===== src/iopbm_defs.svh =====
// Constants for the I/O port and external bus multiplexer.
// What this block does
// - Port 0 open drain; latch one floats.
// - External access drives Port 0 address/data actively.
// - Verify outputs code byte on Port 0.
// - Port 1 pulled-up bidirectional, readable when one.
// - Verify takes low address from Port 1.
// - Port 2 drives high address, fetch/wide move.
// - Short pointer move keeps Port 2 latch.
// - Programming takes high address, mode from Port 2.
// - Port 3 pulled-up; programming controls taken there.
// - Lock bits block external reads, verify, programming.
// - Idle stops core; other functions keep running.
// - Power-down stops everything, keeps RAM.
// - Verify bytes encrypted with 32-byte key array.
// - XNOR with key at address low five bits.
`ifndef IOPBM_DEFS_SVH
`define IOPBM_DEFS_SVH
`define IOPBM_LATCH_RESET 8'hff
`define IOPBM_KEY_BLANK   8'hff
`define IOPBM_KEY_ABITS   5
`define IOPBM_KEY_COUNT   32
`define IOPBM_HADDR_BITS  4
`define IOPBM_MODE_HI     7
`define IOPBM_MODE_LO     6
`define IOPBM_CTL_HI      7
`define IOPBM_CTL_LO      6
`endif


===== src/iopbm_pkg.sv =====
// Types shared by the I/O port and external bus multiplexer.
package iopbm_pkg;
	typedef enum logic [2:0] {
		IOPBM_BUS_IDLE,
		IOPBM_BUS_FETCH,
		IOPBM_BUS_WIDE,
		IOPBM_BUS_SHORT
	} iopbm_bus_t;
	typedef enum logic [2:0] {
		IOPBM_PM_NONE,
		IOPBM_PM_CODE,
		IOPBM_PM_VERIFY,
		IOPBM_PM_KEY,
		IOPBM_PM_LOCK1,
		IOPBM_PM_LOCK2,
		IOPBM_PM_SIG
	} iopbm_pmode_t;
	typedef enum logic [1:0] {
		IOPBM_PWR_RUN,
		IOPBM_PWR_IDLE,
		IOPBM_PWR_DOWN
	} iopbm_pwr_t;
endpackage


===== src/iopbm_sync.sv =====
// Two-stage synchroniser for a vector of pin inputs.
`timescale 1ns/1ps
`default_nettype none
module iopbm_sync #(
	parameter int W = 8
) (
	input  wire logic         ref_clk, // Clock.
	input  wire logic         rst_n,   // Asynchronous reset.
	input  wire logic         clkEn,   // Clock enable.
	input  wire logic [W-1:0] async,   // Pin levels.
	output logic      [W-1:0] synced   // Synchronised levels.
);
	logic [W-1:0] stage1;
	logic [W-1:0] next_stage1;
	logic [W-1:0] next_synced;

	always_comb begin
		next_stage1 = clkEn ? async : stage1;
		next_synced = clkEn ? stage1 : synced;
	end

	always_ff @(posedge ref_clk or negedge rst_n) begin
		if (!rst_n) begin
			// Pins idle high on their pull-ups, so reset to ones.
			// A zero here would look like a falling program pulse.
			stage1 <= '1;
			synced <= '1;
		end else begin
			stage1 <= next_stage1;
			synced <= next_synced;
		end
	end
endmodule
`default_nettype wire


===== src/iopbm_keys.sv =====
// Encryption key array with verification byte scrambling.
`timescale 1ns/1ps
`default_nettype none
`include "iopbm_defs.svh"
module iopbm_keys #(
	parameter int N = `IOPBM_KEY_COUNT
) (
	input  wire logic                        ref_clk,  // Clock.
	input  wire logic                        rst_n,    // Asynchronous reset.
	input  wire logic                        clkEn,    // Clock enable.
	input  wire logic                        keyWr,    // Program one key.
	input  wire logic [`IOPBM_KEY_ABITS-1:0] keyAddr,  // Key index.
	input  wire logic [7:0]                  keyData,  // Key value.
	input  wire logic [7:0]                  rawByte,  // Unscrambled code.
	output logic      [7:0]                  codeOut   // Scrambled code.
);
	logic [7:0] keys [N];
	logic [7:0] next_keys [N];

	// Programming can only clear bits, like the erased cells it models.
	always_comb begin
		for (int i = 0; i < N; i++) begin
			next_keys[i] = keys[i];
		end
		if (clkEn && keyWr) begin
			next_keys[keyAddr] = keys[keyAddr] & keyData;
		end
	end

	always_ff @(posedge ref_clk or negedge rst_n) begin
		if (!rst_n) begin
			for (int i = 0; i < N; i++) begin
				keys[i] <= `IOPBM_KEY_BLANK;
			end
		end else begin
			for (int i = 0; i < N; i++) begin
				keys[i] <= next_keys[i];
			end
		end
	end

	// A blank key is all ones, so an unprogrammed array passes code through.
	assign codeOut = ~(rawByte ^ keys[keyAddr]);
endmodule
`default_nettype wire


===== src/iopbm_ports.sv =====
// Four I/O ports with external bus and EPROM programming multiplexing.
`timescale 1ns/1ps
`default_nettype none
`include "iopbm_defs.svh"
module iopbm_ports
	import iopbm_pkg::*;
(
	input  wire logic        ref_clk,      // Clock.
	input  wire logic        rst_n,        // Asynchronous reset.
	input  wire logic        clkEn,        // Clock enable.
	input  wire logic [3:0]  latchWr,      // Core write strobe per port.
	input  wire logic [7:0]  latchData,    // Core write data.
	input  wire iopbm_bus_t  busCycle,     // Current external bus access.
	input  wire logic        busAddrPhase, // High: address on Port 0.
	input  wire logic        busWrite,     // External write data phase.
	input  wire logic [15:0] busAddr,      // External address.
	input  wire logic [7:0]  busWrData,    // External write data.
	input  wire logic        progEntry,    // Programming mode strobe.
	input  wire logic        progPulse,    // Program pulse, active low.
	input  wire logic [7:0]  romData,      // Code byte at verify address.
	input  wire logic        extFetch,     // Core runs external code.
	input  wire logic        intRomRead,   // Core reads internal code.
	input  wire logic        idleReq,      // Idle request.
	input  wire logic        downReq,      // Power-down request.
	input  wire logic        wakeIrq,      // Enabled interrupt.
	input  wire logic [7:0]  p0In,         // Port 0 pins.
	input  wire logic [7:0]  p1In,         // Port 1 pins.
	input  wire logic [7:0]  p2In,         // Port 2 pins.
	input  wire logic [7:0]  p3In,         // Port 3 pins.
	output logic      [7:0]  p0Out,        // Port 0 drive level.
	output logic      [7:0]  p0Oe,         // Port 0 drive enable.
	output logic      [7:0]  p1Out,        // Port 1 level.
	output logic      [7:0]  p1Oe,         // Port 1 strong drive.
	output logic      [7:0]  p2Out,        // Port 2 level.
	output logic      [7:0]  p2Oe,         // Port 2 strong drive.
	output logic      [7:0]  p3Out,        // Port 3 level.
	output logic      [7:0]  p3Oe,         // Port 3 strong drive.
	output logic      [31:0] portRead,     // Synchronised pin values.
	output logic      [15:0] progAddr,     // Programming address.
	output iopbm_pmode_t     progMode,     // Decoded programming mode.
	output logic      [7:0]  progData,     // Byte to program.
	output logic             progWrite,    // Program write pulse.
	output logic             romBlocked,   // Internal read refused.
	output logic             coreRun,      // Core clock enable.
	output logic             periphRun,    // Peripheral clock enable.
	output logic      [1:0]  lockBits      // Lock state.
);
	////////////////////////////////////////////////////////////////////////
	logic [7:0] p0s, p1s, p2s, p3s;
	logic       pulseS;

	iopbm_sync #(.W(32)) u_sync (
		.ref_clk (ref_clk),
		.rst_n   (rst_n),
		.clkEn   (clkEn),
		.async   ({p3In, p2In, p1In, p0In}),
		.synced  ({p3s, p2s, p1s, p0s})
	);
	iopbm_sync #(.W(1)) u_syncp (
		.ref_clk (ref_clk),
		.rst_n   (rst_n),
		.clkEn   (clkEn),
		.async   (progPulse),
		.synced  (pulseS)
	);

	////////////////////////////////////////////////////////////////////////
	logic [7:0]   lat0, lat1, lat2, lat3;
	logic [7:0]   next_lat0, next_lat1, next_lat2, next_lat3;
	iopbm_pwr_t   pwr, next_pwr;
	iopbm_pmode_t pmode, next_pmode;
	logic [1:0]   lock, next_lock;
	logic         pulseD, next_pulseD;

	// Decodes the programming mode from the two Port 2 and Port 3 pins.
	function automatic iopbm_pmode_t decodeMode(input logic [1:0] m,
		input logic [1:0] c, input logic pgm);
		iopbm_pmode_t r;
		r = IOPBM_PM_NONE;
		unique case ({m, c})
			4'h3: r = pgm ? IOPBM_PM_NONE : IOPBM_PM_VERIFY;
			4'h0: r = pgm ? IOPBM_PM_NONE : IOPBM_PM_SIG;
			4'hb: r = IOPBM_PM_CODE;
			4'ha: r = IOPBM_PM_KEY;
			4'hf: r = IOPBM_PM_LOCK1;
			4'hc: r = IOPBM_PM_LOCK2;
			default: r = IOPBM_PM_NONE;
		endcase
		return r;
	endfunction

	logic       pgmAllowed, verifyOn, pulseFall;
	logic [7:0] encByte;

	always_comb begin
		next_lat0 = lat0;
		next_lat1 = lat1;
		next_lat2 = lat2;
		next_lat3 = lat3;
		next_pwr = pwr;
		next_pmode = pmode;
		next_lock = lock;
		next_pulseD = pulseD;
		if (clkEn) begin
			next_pulseD = pulseS;
			// The oscillator is stopped, so no latch may change.
			if (pwr != IOPBM_PWR_DOWN) begin
				if (latchWr[0]) next_lat0 = latchData;
				if (latchWr[1]) next_lat1 = latchData;
				if (latchWr[2]) next_lat2 = latchData;
				if (latchWr[3]) next_lat3 = latchData;
			end
			unique case (pwr)
				IOPBM_PWR_RUN: begin
					// Power-down wins when both are asked at once.
					if (downReq) next_pwr = IOPBM_PWR_DOWN;
					else if (idleReq) next_pwr = IOPBM_PWR_IDLE;
				end
				IOPBM_PWR_IDLE: begin
					if (wakeIrq) next_pwr = IOPBM_PWR_RUN;
				end
				IOPBM_PWR_DOWN: next_pwr = IOPBM_PWR_DOWN;
			endcase
			next_pmode = progEntry ? decodeMode(
				{p2s[`IOPBM_MODE_HI], p2s[`IOPBM_MODE_LO]},
				{p3s[`IOPBM_CTL_HI], p3s[`IOPBM_CTL_LO]},
				!pulseS) : IOPBM_PM_NONE;
			if (pulseFall && pgmAllowed) begin
				if (pmode == IOPBM_PM_LOCK1) next_lock[0] = 1'b1;
				if (pmode == IOPBM_PM_LOCK2) next_lock[1] = 1'b1;
			end
		end
	end

	always_ff @(posedge ref_clk or negedge rst_n) begin
		if (!rst_n) begin
			lat0 <= `IOPBM_LATCH_RESET;
			lat1 <= `IOPBM_LATCH_RESET;
			lat2 <= `IOPBM_LATCH_RESET;
			lat3 <= `IOPBM_LATCH_RESET;
			pwr <= IOPBM_PWR_RUN;
			pmode <= IOPBM_PM_NONE;
			lock <= 2'h0;
			pulseD <= 1'b1;
		end else begin
			lat0 <= next_lat0;
			lat1 <= next_lat1;
			lat2 <= next_lat2;
			lat3 <= next_lat3;
			pwr <= next_pwr;
			pmode <= next_pmode;
			lock <= next_lock;
			pulseD <= next_pulseD;
		end
	end

	assign pulseFall = pulseD && !pulseS;
	// Lock two stops all programming except lock one.
	assign pgmAllowed = !lock[1] || pmode == IOPBM_PM_LOCK1;
	// Both lock bits together forbid verification.
	assign verifyOn = pmode == IOPBM_PM_VERIFY && lock != 2'h3;

	iopbm_keys u_keys (
		.ref_clk (ref_clk),
		.rst_n   (rst_n),
		.clkEn   (clkEn),
		.keyWr   (pulseFall && pmode == IOPBM_PM_KEY && pgmAllowed),
		.keyAddr (p1s[`IOPBM_KEY_ABITS-1:0]),
		.keyData (p0s),
		.rawByte (romData),
		.codeOut (encByte)
	);

	////////////////////////////////////////////////////////////////////////
	logic [7:0] n0o, n0e, n2o, n2e;
	logic [15:0] next_pAddr;

	always_comb begin
		n0o = lat0;
		n0e = ~lat0;
		n2o = lat2;
		n2e = ~lat2;
		next_pAddr = {{(16 - `IOPBM_HADDR_BITS - 8){1'b0}},
			p2s[`IOPBM_HADDR_BITS-1:0], p1s};
		if (verifyOn) begin
			// Verify can only sink; the programmer pulls the ones up.
			n0o = encByte;
			n0e = ~encByte;
			n2e = 8'h00;
		end else if (pmode != IOPBM_PM_NONE) begin
			n0e = 8'h00;
			n2e = 8'h00;
		end else if (busCycle != IOPBM_BUS_IDLE) begin
			n0o = busAddrPhase ? busAddr[7:0] : busWrData;
			n0e = (busAddrPhase || busWrite) ? 8'hff : 8'h00;
			if (busCycle != IOPBM_BUS_SHORT) begin
				n2o = busAddr[15:8];
				n2e = 8'hff;
			end
		end else if (pwr == IOPBM_PWR_DOWN && extFetch) begin
			n0e = 8'h00;
		end else if (pwr == IOPBM_PWR_IDLE && extFetch) begin
			n0e = 8'h00;
			n2o = busAddr[15:8];
			n2e = 8'hff;
		end
	end

	logic [7:0]   next_p0Out, next_p0Oe, next_p1Out, next_p1Oe;
	logic [7:0]   next_p2Out, next_p2Oe, next_p3Out, next_p3Oe;
	logic [31:0]  next_portRead;
	logic [15:0]  next_progAddr;
	iopbm_pmode_t next_progMode;
	logic [7:0]   next_progData;
	logic         next_progWrite, next_romBlocked;
	logic         next_coreRun, next_periphRun;
	logic [1:0]   next_lockBits;

	// Every output holds its value while the clock enable is low.
	always_comb begin
		next_p0Out = p0Out;
		next_p0Oe = p0Oe;
		next_p1Out = p1Out;
		next_p1Oe = p1Oe;
		next_p2Out = p2Out;
		next_p2Oe = p2Oe;
		next_p3Out = p3Out;
		next_p3Oe = p3Oe;
		next_portRead = portRead;
		next_progAddr = progAddr;
		next_progMode = progMode;
		next_progData = progData;
		next_progWrite = progWrite;
		next_romBlocked = romBlocked;
		next_coreRun = coreRun;
		next_periphRun = periphRun;
		next_lockBits = lockBits;
		if (clkEn) begin
			next_p0Out = n0o;
			next_p0Oe = n0e;
			// Ones are left to the weak pull-ups so pins stay readable.
			next_p1Out = lat1;
			next_p1Oe = pmode != IOPBM_PM_NONE ? 8'h00
				: ~lat1;
			next_p2Out = n2o;
			next_p2Oe = n2e;
			next_p3Out = lat3;
			next_p3Oe = pmode != IOPBM_PM_NONE ? 8'h00
				: ~lat3;
			next_portRead = {p3s, p2s, p1s, p0s};
			next_progAddr = next_pAddr;
			next_progMode = pmode;
			next_progData = p0s;
			next_progWrite = pulseFall && pgmAllowed
				&& pmode == IOPBM_PM_CODE;
			next_romBlocked = lock != 2'h0 && extFetch
				&& intRomRead;
			next_coreRun = next_pwr == IOPBM_PWR_RUN;
			next_periphRun = next_pwr != IOPBM_PWR_DOWN;
			next_lockBits = lock;
		end
	end

	always_ff @(posedge ref_clk or negedge rst_n) begin
		if (!rst_n) begin
			p0Out <= `IOPBM_LATCH_RESET;
			p0Oe <= 8'h00;
			p1Out <= `IOPBM_LATCH_RESET;
			p1Oe <= 8'h00;
			p2Out <= `IOPBM_LATCH_RESET;
			p2Oe <= 8'h00;
			p3Out <= `IOPBM_LATCH_RESET;
			p3Oe <= 8'h00;
			portRead <= '0;
			progAddr <= '0;
			progMode <= IOPBM_PM_NONE;
			progData <= '0;
			progWrite <= 1'b0;
			romBlocked <= 1'b0;
			coreRun <= 1'b1;
			periphRun <= 1'b1;
			lockBits <= 2'h0;
		end else begin
			p0Out <= next_p0Out;
			p0Oe <= next_p0Oe;
			p1Out <= next_p1Out;
			p1Oe <= next_p1Oe;
			p2Out <= next_p2Out;
			p2Oe <= next_p2Oe;
			p3Out <= next_p3Out;
			p3Oe <= next_p3Oe;
			portRead <= next_portRead;
			progAddr <= next_progAddr;
			progMode <= next_progMode;
			progData <= next_progData;
			progWrite <= next_progWrite;
			romBlocked <= next_romBlocked;
			coreRun <= next_coreRun;
			periphRun <= next_periphRun;
			lockBits <= next_lockBits;
		end
	end
endmodule
`default_nettype wire


===== config.mk =====
export PLATFORM = sky130hd
export DESIGN_NAME = iopbm_ports
export DESIGN_NICKNAME = d
export VERILOG_FILES = /design/src/iopbm_pkg.sv /design/src/iopbm_sync.sv /design/src/iopbm_keys.sv /design/src/iopbm_ports.sv
export VERILOG_INCLUDE_DIRS = /design/src
export SDC_FILE = /design/constraint.sdc
export NUM_CORES = 1
export LEC_CHECK = 0
export ABC_AREA = 1
export BUFFER_PORTS_ARGS = -buffer_cell sky130_fd_sc_hd__buf_2
export CAP_MARGIN = 10
export CORE_ASPECT_RATIO = 1.75
export CORE_MARGIN = 1.5
export CORE_UTILIZATION = 59
export DETAILED_ROUTE_END_ITERATION = 6
export MAX_ROUTING_LAYER = met4
export PLACE_DENSITY = 0.8
export RECOVER_POWER = 50
export SYNTH_ARGS = -nofsm -noshare
export SYNTH_HDL_FRONTEND = slang
export SYNTH_SLANG_ARGS = --single-unit

===== constraint.sdc =====
create_clock -name ref_clk -period 2.7 [get_ports ref_clk]
set_input_delay 0.54 -clock ref_clk [delete_from_list [all_inputs] [get_ports ref_clk]]
set_output_delay 0.54 -clock ref_clk [all_outputs]
set_load 0.02 [all_outputs]

==> flow_summary_export.csv <==
group,metric,value,unit
sta,timing_max_transition_violations_final,150,
sta,final.period_utilization,93.07,%
route,detail_route.first_pass.iterations,6,
final_layout,instances_no_fill,3325,
route,antenna_violating_nets_post_route,0,
worst_setup_path,crit_path_frequent_cell,"sky130_fd_sc_hd__nand2_1",
global_route,grt_pass1_vias,18220,
worst_setup_path,timing_worst_setup_path_type,"flip-flop to flip-flop",
final_layout,post_layout_utilization_of_the_core,67.60,%
route,wirelength_per_cell,17.46,µm
route,dr.first_iter.drc_count,1353,
floorplan,fp.dieH,255.3,µm
synth,syn_area,21460,µm²
global_route,grt_usage,32.24,%
synth,netlist.top_cell.by_area,"sky130_fd_sc_hd__dfstp_2",
worst_setup_path,timing.rr.start,"u_sync.synced[8]$_DFFE_PN1P_",
final_layout,area_delta_synth_final,13.11,%
power,ir_drop,776.1,µV
worst_setup_path,wp_data_required,3.14,ns
worst_setup_path,cp_slowest_cell,"sky130_fd_sc_hd__dfstp_4",
cts,holdBufCountCts,0,
power,power.total,17.70,mW
synth,fraction_of_synthesized_cell_area_taken_by_the_top_area_cell_type,47.62,%
cts,clkTransAtPathRegs,0.06,ns
run_status,run_status,"finished with violations",
sta,grt_setup_unrepaired,"no",
hold_path,worstHoldEndpoint,"u_sync.stage1[23]$_DFFE_PN1P_",
synth,yosysWarnings,0,
synth,top_post_synthesis_cells_by_count,"sky130_fd_sc_hd__nand2_1 (1383), sky130_fd_sc_hd__dfstp_2 (389), sky130_fd_sc_hd__o21ai_0 (383)",
run_status,failed_checks,"capacitance limit, slew limit",
worst_setup_path,reg2reg_to,"u_keys.keys[177]$_DFFE_PN1P_",
sta,slew-limit-headroom,-2.493,%
cts,cts_buffer_depth,3,
final_layout,layout-drive-gt1-share,25.64,%
cts,insertion_delay,0.56,ns
synth,syn_inst,2684,
synth,ys_types,32,
sta,tightest_slew,1.537,ns
place,dp.final_hpwl,38110,µm
synth,number_of_enable_type_register_cells_in_the_synthesized_netlist,0,
worst_setup_path,critical_path.cell_chain,"inv_4, buf_12, nand2_1, nand2_1, nand2_1, nand2_1, nand2_1, nand2_1, nor2_2, nand2_1, nand2_1, buf_4, o21ai_0",
floorplan,fp-row-count,92,
power,static-leakage-power,11.21,nW
sta,timing.hold.ws,0.1738,ns
sta,final.setup_skew,0.02479,ns
global_route,grt_first_pass_wirelength,94000,µm
synth,post_synth_main_area_contributors,"sky130_fd_sc_hd__dfstp_2 (48%), sky130_fd_sc_hd__nand2_1 (24%), sky130_fd_sc_hd__dfrtp_1 (9.1%), sky130_fd_sc_hd__o21ai_0 (8.9%), sky130_fd_sc_hd__clkbuf_1 (1.8%)",
cts,postCtsResizedCells,0,
cts,cts_htree_levels,2,
synth,ys_dominant_reg_cell,"sky130_fd_sc_hd__dfstp_2",
hold_path,worstHoldStart,"p2In[7]",
worst_setup_path,setup.worst_path.start_class,"flip-flop",
floorplan,start_util,59.76,%
cts,post_cts_setup_buffers,0,
place,post-place-cells,3246,
hold_path,hold_path_depth,3,
floorplan,floorplan.io_pins,220,
cts,cts_tree,"built",
power,p_per_area,729.0,nW/µm²
global_route,grt_antenna_before_repair,2,
sta,setup-tns-final,0,ns
flow_run,timing.max_cap.violations,1,
floorplan,core,35910,µm²
sta,setup-violations-final,0,
route,avgViaCountPerCell,5.502,
synth,ys_ff_latch,467,
global_route,grt_max_degree,193,
synth,async_reset_ff_share,100.0,%
worst_setup_path,timing.critical_path.fanout_max,39,
synth,sequential_area_share_after_synthesis,56.72,%
hold_path,hp-class,"primary input to flip-flop",
route,post-route-drc-count,0,
worst_setup_path,cp_arrival,2.95,ns
cts,numCtsBuffers,41,
cts,cts_root_buf,"sky130_fd_sc_hd__clkbuf_16",
cts,cts_num_sinks,467,
sta,layout_min_cycle_time,2.513,ns
synth,synth_most_common_cell,"sky130_fd_sc_hd__nand2_1",
worst_setup_path,max_stage_delay,0.66,ns
worst_setup_path,r2r_cells,13,
floorplan,die_width,147.2,µm
worst_setup_path,timing.critical_path.to_type,"flip-flop",
final_layout,final_net_count,2913,
sta,max_clock_freq,398.0,MHz
global_route,grt-ovfl-total,0,
sta,hold_viol,0,
synth,syn_area_per_cell,7.997,µm²
place,numPortBuffers,215,
place,finalWeightedCongestion,0.8881,
route,via_count,18300,
route,total_wirelength_of_the_detailed_routed_design,58040,µm
worst_setup_path,r2r_setup_slack,0.19,ns
floorplan,die_area,37580,µm²
## through the flow
stage                     setup slack, ns  area [µm²]
after floorplan                    0.7341       21470
after global placement             0.2109       23010
after detailed placement           0.1643       23010
after global routing              0.05212       24270
final                              0.1872       24280
after CTS                          0.1303       24370
## cell families (layout without fill, tap and decap cells)
family / after synthesis / in the layout / share of synthesized area, %
mux: 5 / 5 / 0.2332
flops: 467 / 467 / 56.72
fa+ha+maj: 3 / 3 / 0.1749
xor+xnor: 1 / 1 / 0.04081
buf+inv: 257 / 421 / 5.200
simple gates: 1506 / 1506 / 27.04
compound gates: 444 / 444 / 10.57
other cells: 1 / 8 / 0.01747
## flip-flops by register name (all words and copies together), names as in the netlist, 32 cells and up
signal	flops
u_keys.keys	256
u_sync.stage1	32
portRead	32
u_sync.synced	32
## final cells by class
class                      count  area [µm²]
tap                          470       588.1
sequential                   467       12180
inverter                      75       289.0
clock inverter                10       103.9
multi-input combinational   1963        8188
fill                        2993       11640
clock buffer                  65        1259
timing repair buffer         271        1663
antenna                        4       10.01
## power by group
group | internal, mW | switching (mW)
clock network | 3.40 | 2.63
registers | 8.14 | 0.586
logic | 0.895 | 2.05
total | 12.4 | 5.27
## critical path, delay by kind of cell, from the launching register on
family	cells	cell delay, ns
AO/OA/AOI/OAI	1	0.18
AND/OR/NAND/NOR	9	0.95
buffers and inverters	3	0.58
flip-flops	1	0.66
## routing by layer
metal | global-route usage [%] | vias to the layer above | wire (µm)
met5 | - | - | 0
met4 | 16.06 | 0 | 3201
met3 | 4.821 | 199 | 3676
met2 | 54.32 | 724 | 29560
met1 | 37.39 | 8697 | 21600
li1 | - | 8675 | -
## cell usage in the layout, fill, tap and decap left out, types with 2 or more instances in the layout
| cell | count |
|---|---|
| sky130_fd_sc_hd__nor3_4 | 5 |
| sky130_fd_sc_hd__clkbuf_4 | 5 |
| sky130_fd_sc_hd__nor3_1 | 13 |
| sky130_fd_sc_hd__nand3_1 | 36 |
| sky130_fd_sc_hd__clkbuf_2 | 4 |
| sky130_fd_sc_hd__inv_1 | 71 |
| sky130_fd_sc_hd__clkbuf_16 | 43 |
| sky130_fd_sc_hd__a31oi_1 | 2 |
| sky130_fd_sc_hd__conb_1 | 4 |
| sky130_fd_sc_hd__clkbuf_1 | 14 |
| sky130_fd_sc_hd__dfrtp_1 | 78 |
| sky130_fd_sc_hd__mux2i_1 | 5 |
| sky130_fd_sc_hd__ha_1 | 3 |
| sky130_fd_sc_hd__inv_6 | 2 |
| sky130_fd_sc_hd__nand2_1 | 1383 |
| sky130_fd_sc_hd__dfstp_2 | 388 |
| sky130_fd_sc_hd__buf_4 | 32 |
| sky130_fd_sc_hd__o21ai_0 | 383 |
| sky130_fd_sc_hd__o31ai_1 | 7 |
| sky130_fd_sc_hd__buf_12 | 14 |
| sky130_fd_sc_hd__a22oi_1 | 2 |
| sky130_fd_sc_hd__nand4_1 | 4 |
| sky130_fd_sc_hd__buf_2 | 213 |
| sky130_fd_sc_hd__diode_2 | 4 |
| sky130_fd_sc_hd__a211oi_1 | 3 |
| sky130_fd_sc_hd__nor2_1 | 63 |
| sky130_fd_sc_hd__clkbuf_8 | 10 |
| sky130_fd_sc_hd__clkinv_2 | 7 |
| sky130_fd_sc_hd__a21oi_1 | 36 |
| sky130_fd_sc_hd__bufinv_16 | 2 |
| sky130_fd_sc_hd__o21ai_1 | 7 |
## how the worst max path moves through the flow
stage / startpoint / to / slack (ns) / cells past startpoint
after floorplan: u_sync.synced[8]$_DFFE_PN1P_ / u_keys.keys[181]$_DFFE_PN1P_ / 0.73 / 15
after detailed placement: clkEn / u_keys.keys[20]$_DFFE_PN1P_ / 0.16 / 7
after global routing: u_sync.synced[8]$_DFFE_PN1P_ / u_keys.keys[177]$_DFFE_PN1P_ / 0.05 / 13
final: u_sync.synced[8]$_DFFE_PN1P_ / u_keys.keys[177]$_DFFE_PN1P_ / 0.19 / 13
after global placement: clkEn / u_keys.keys[18]$_DFFE_PN1P_ / 0.21 / 7
after CTS: u_sync.synced[8]$_DFFE_PN1P_ / u_keys.keys[177]$_DFFE_PN1P_ / 0.13 / 13
No activity file was read; power rests on OpenSTA's default activity.
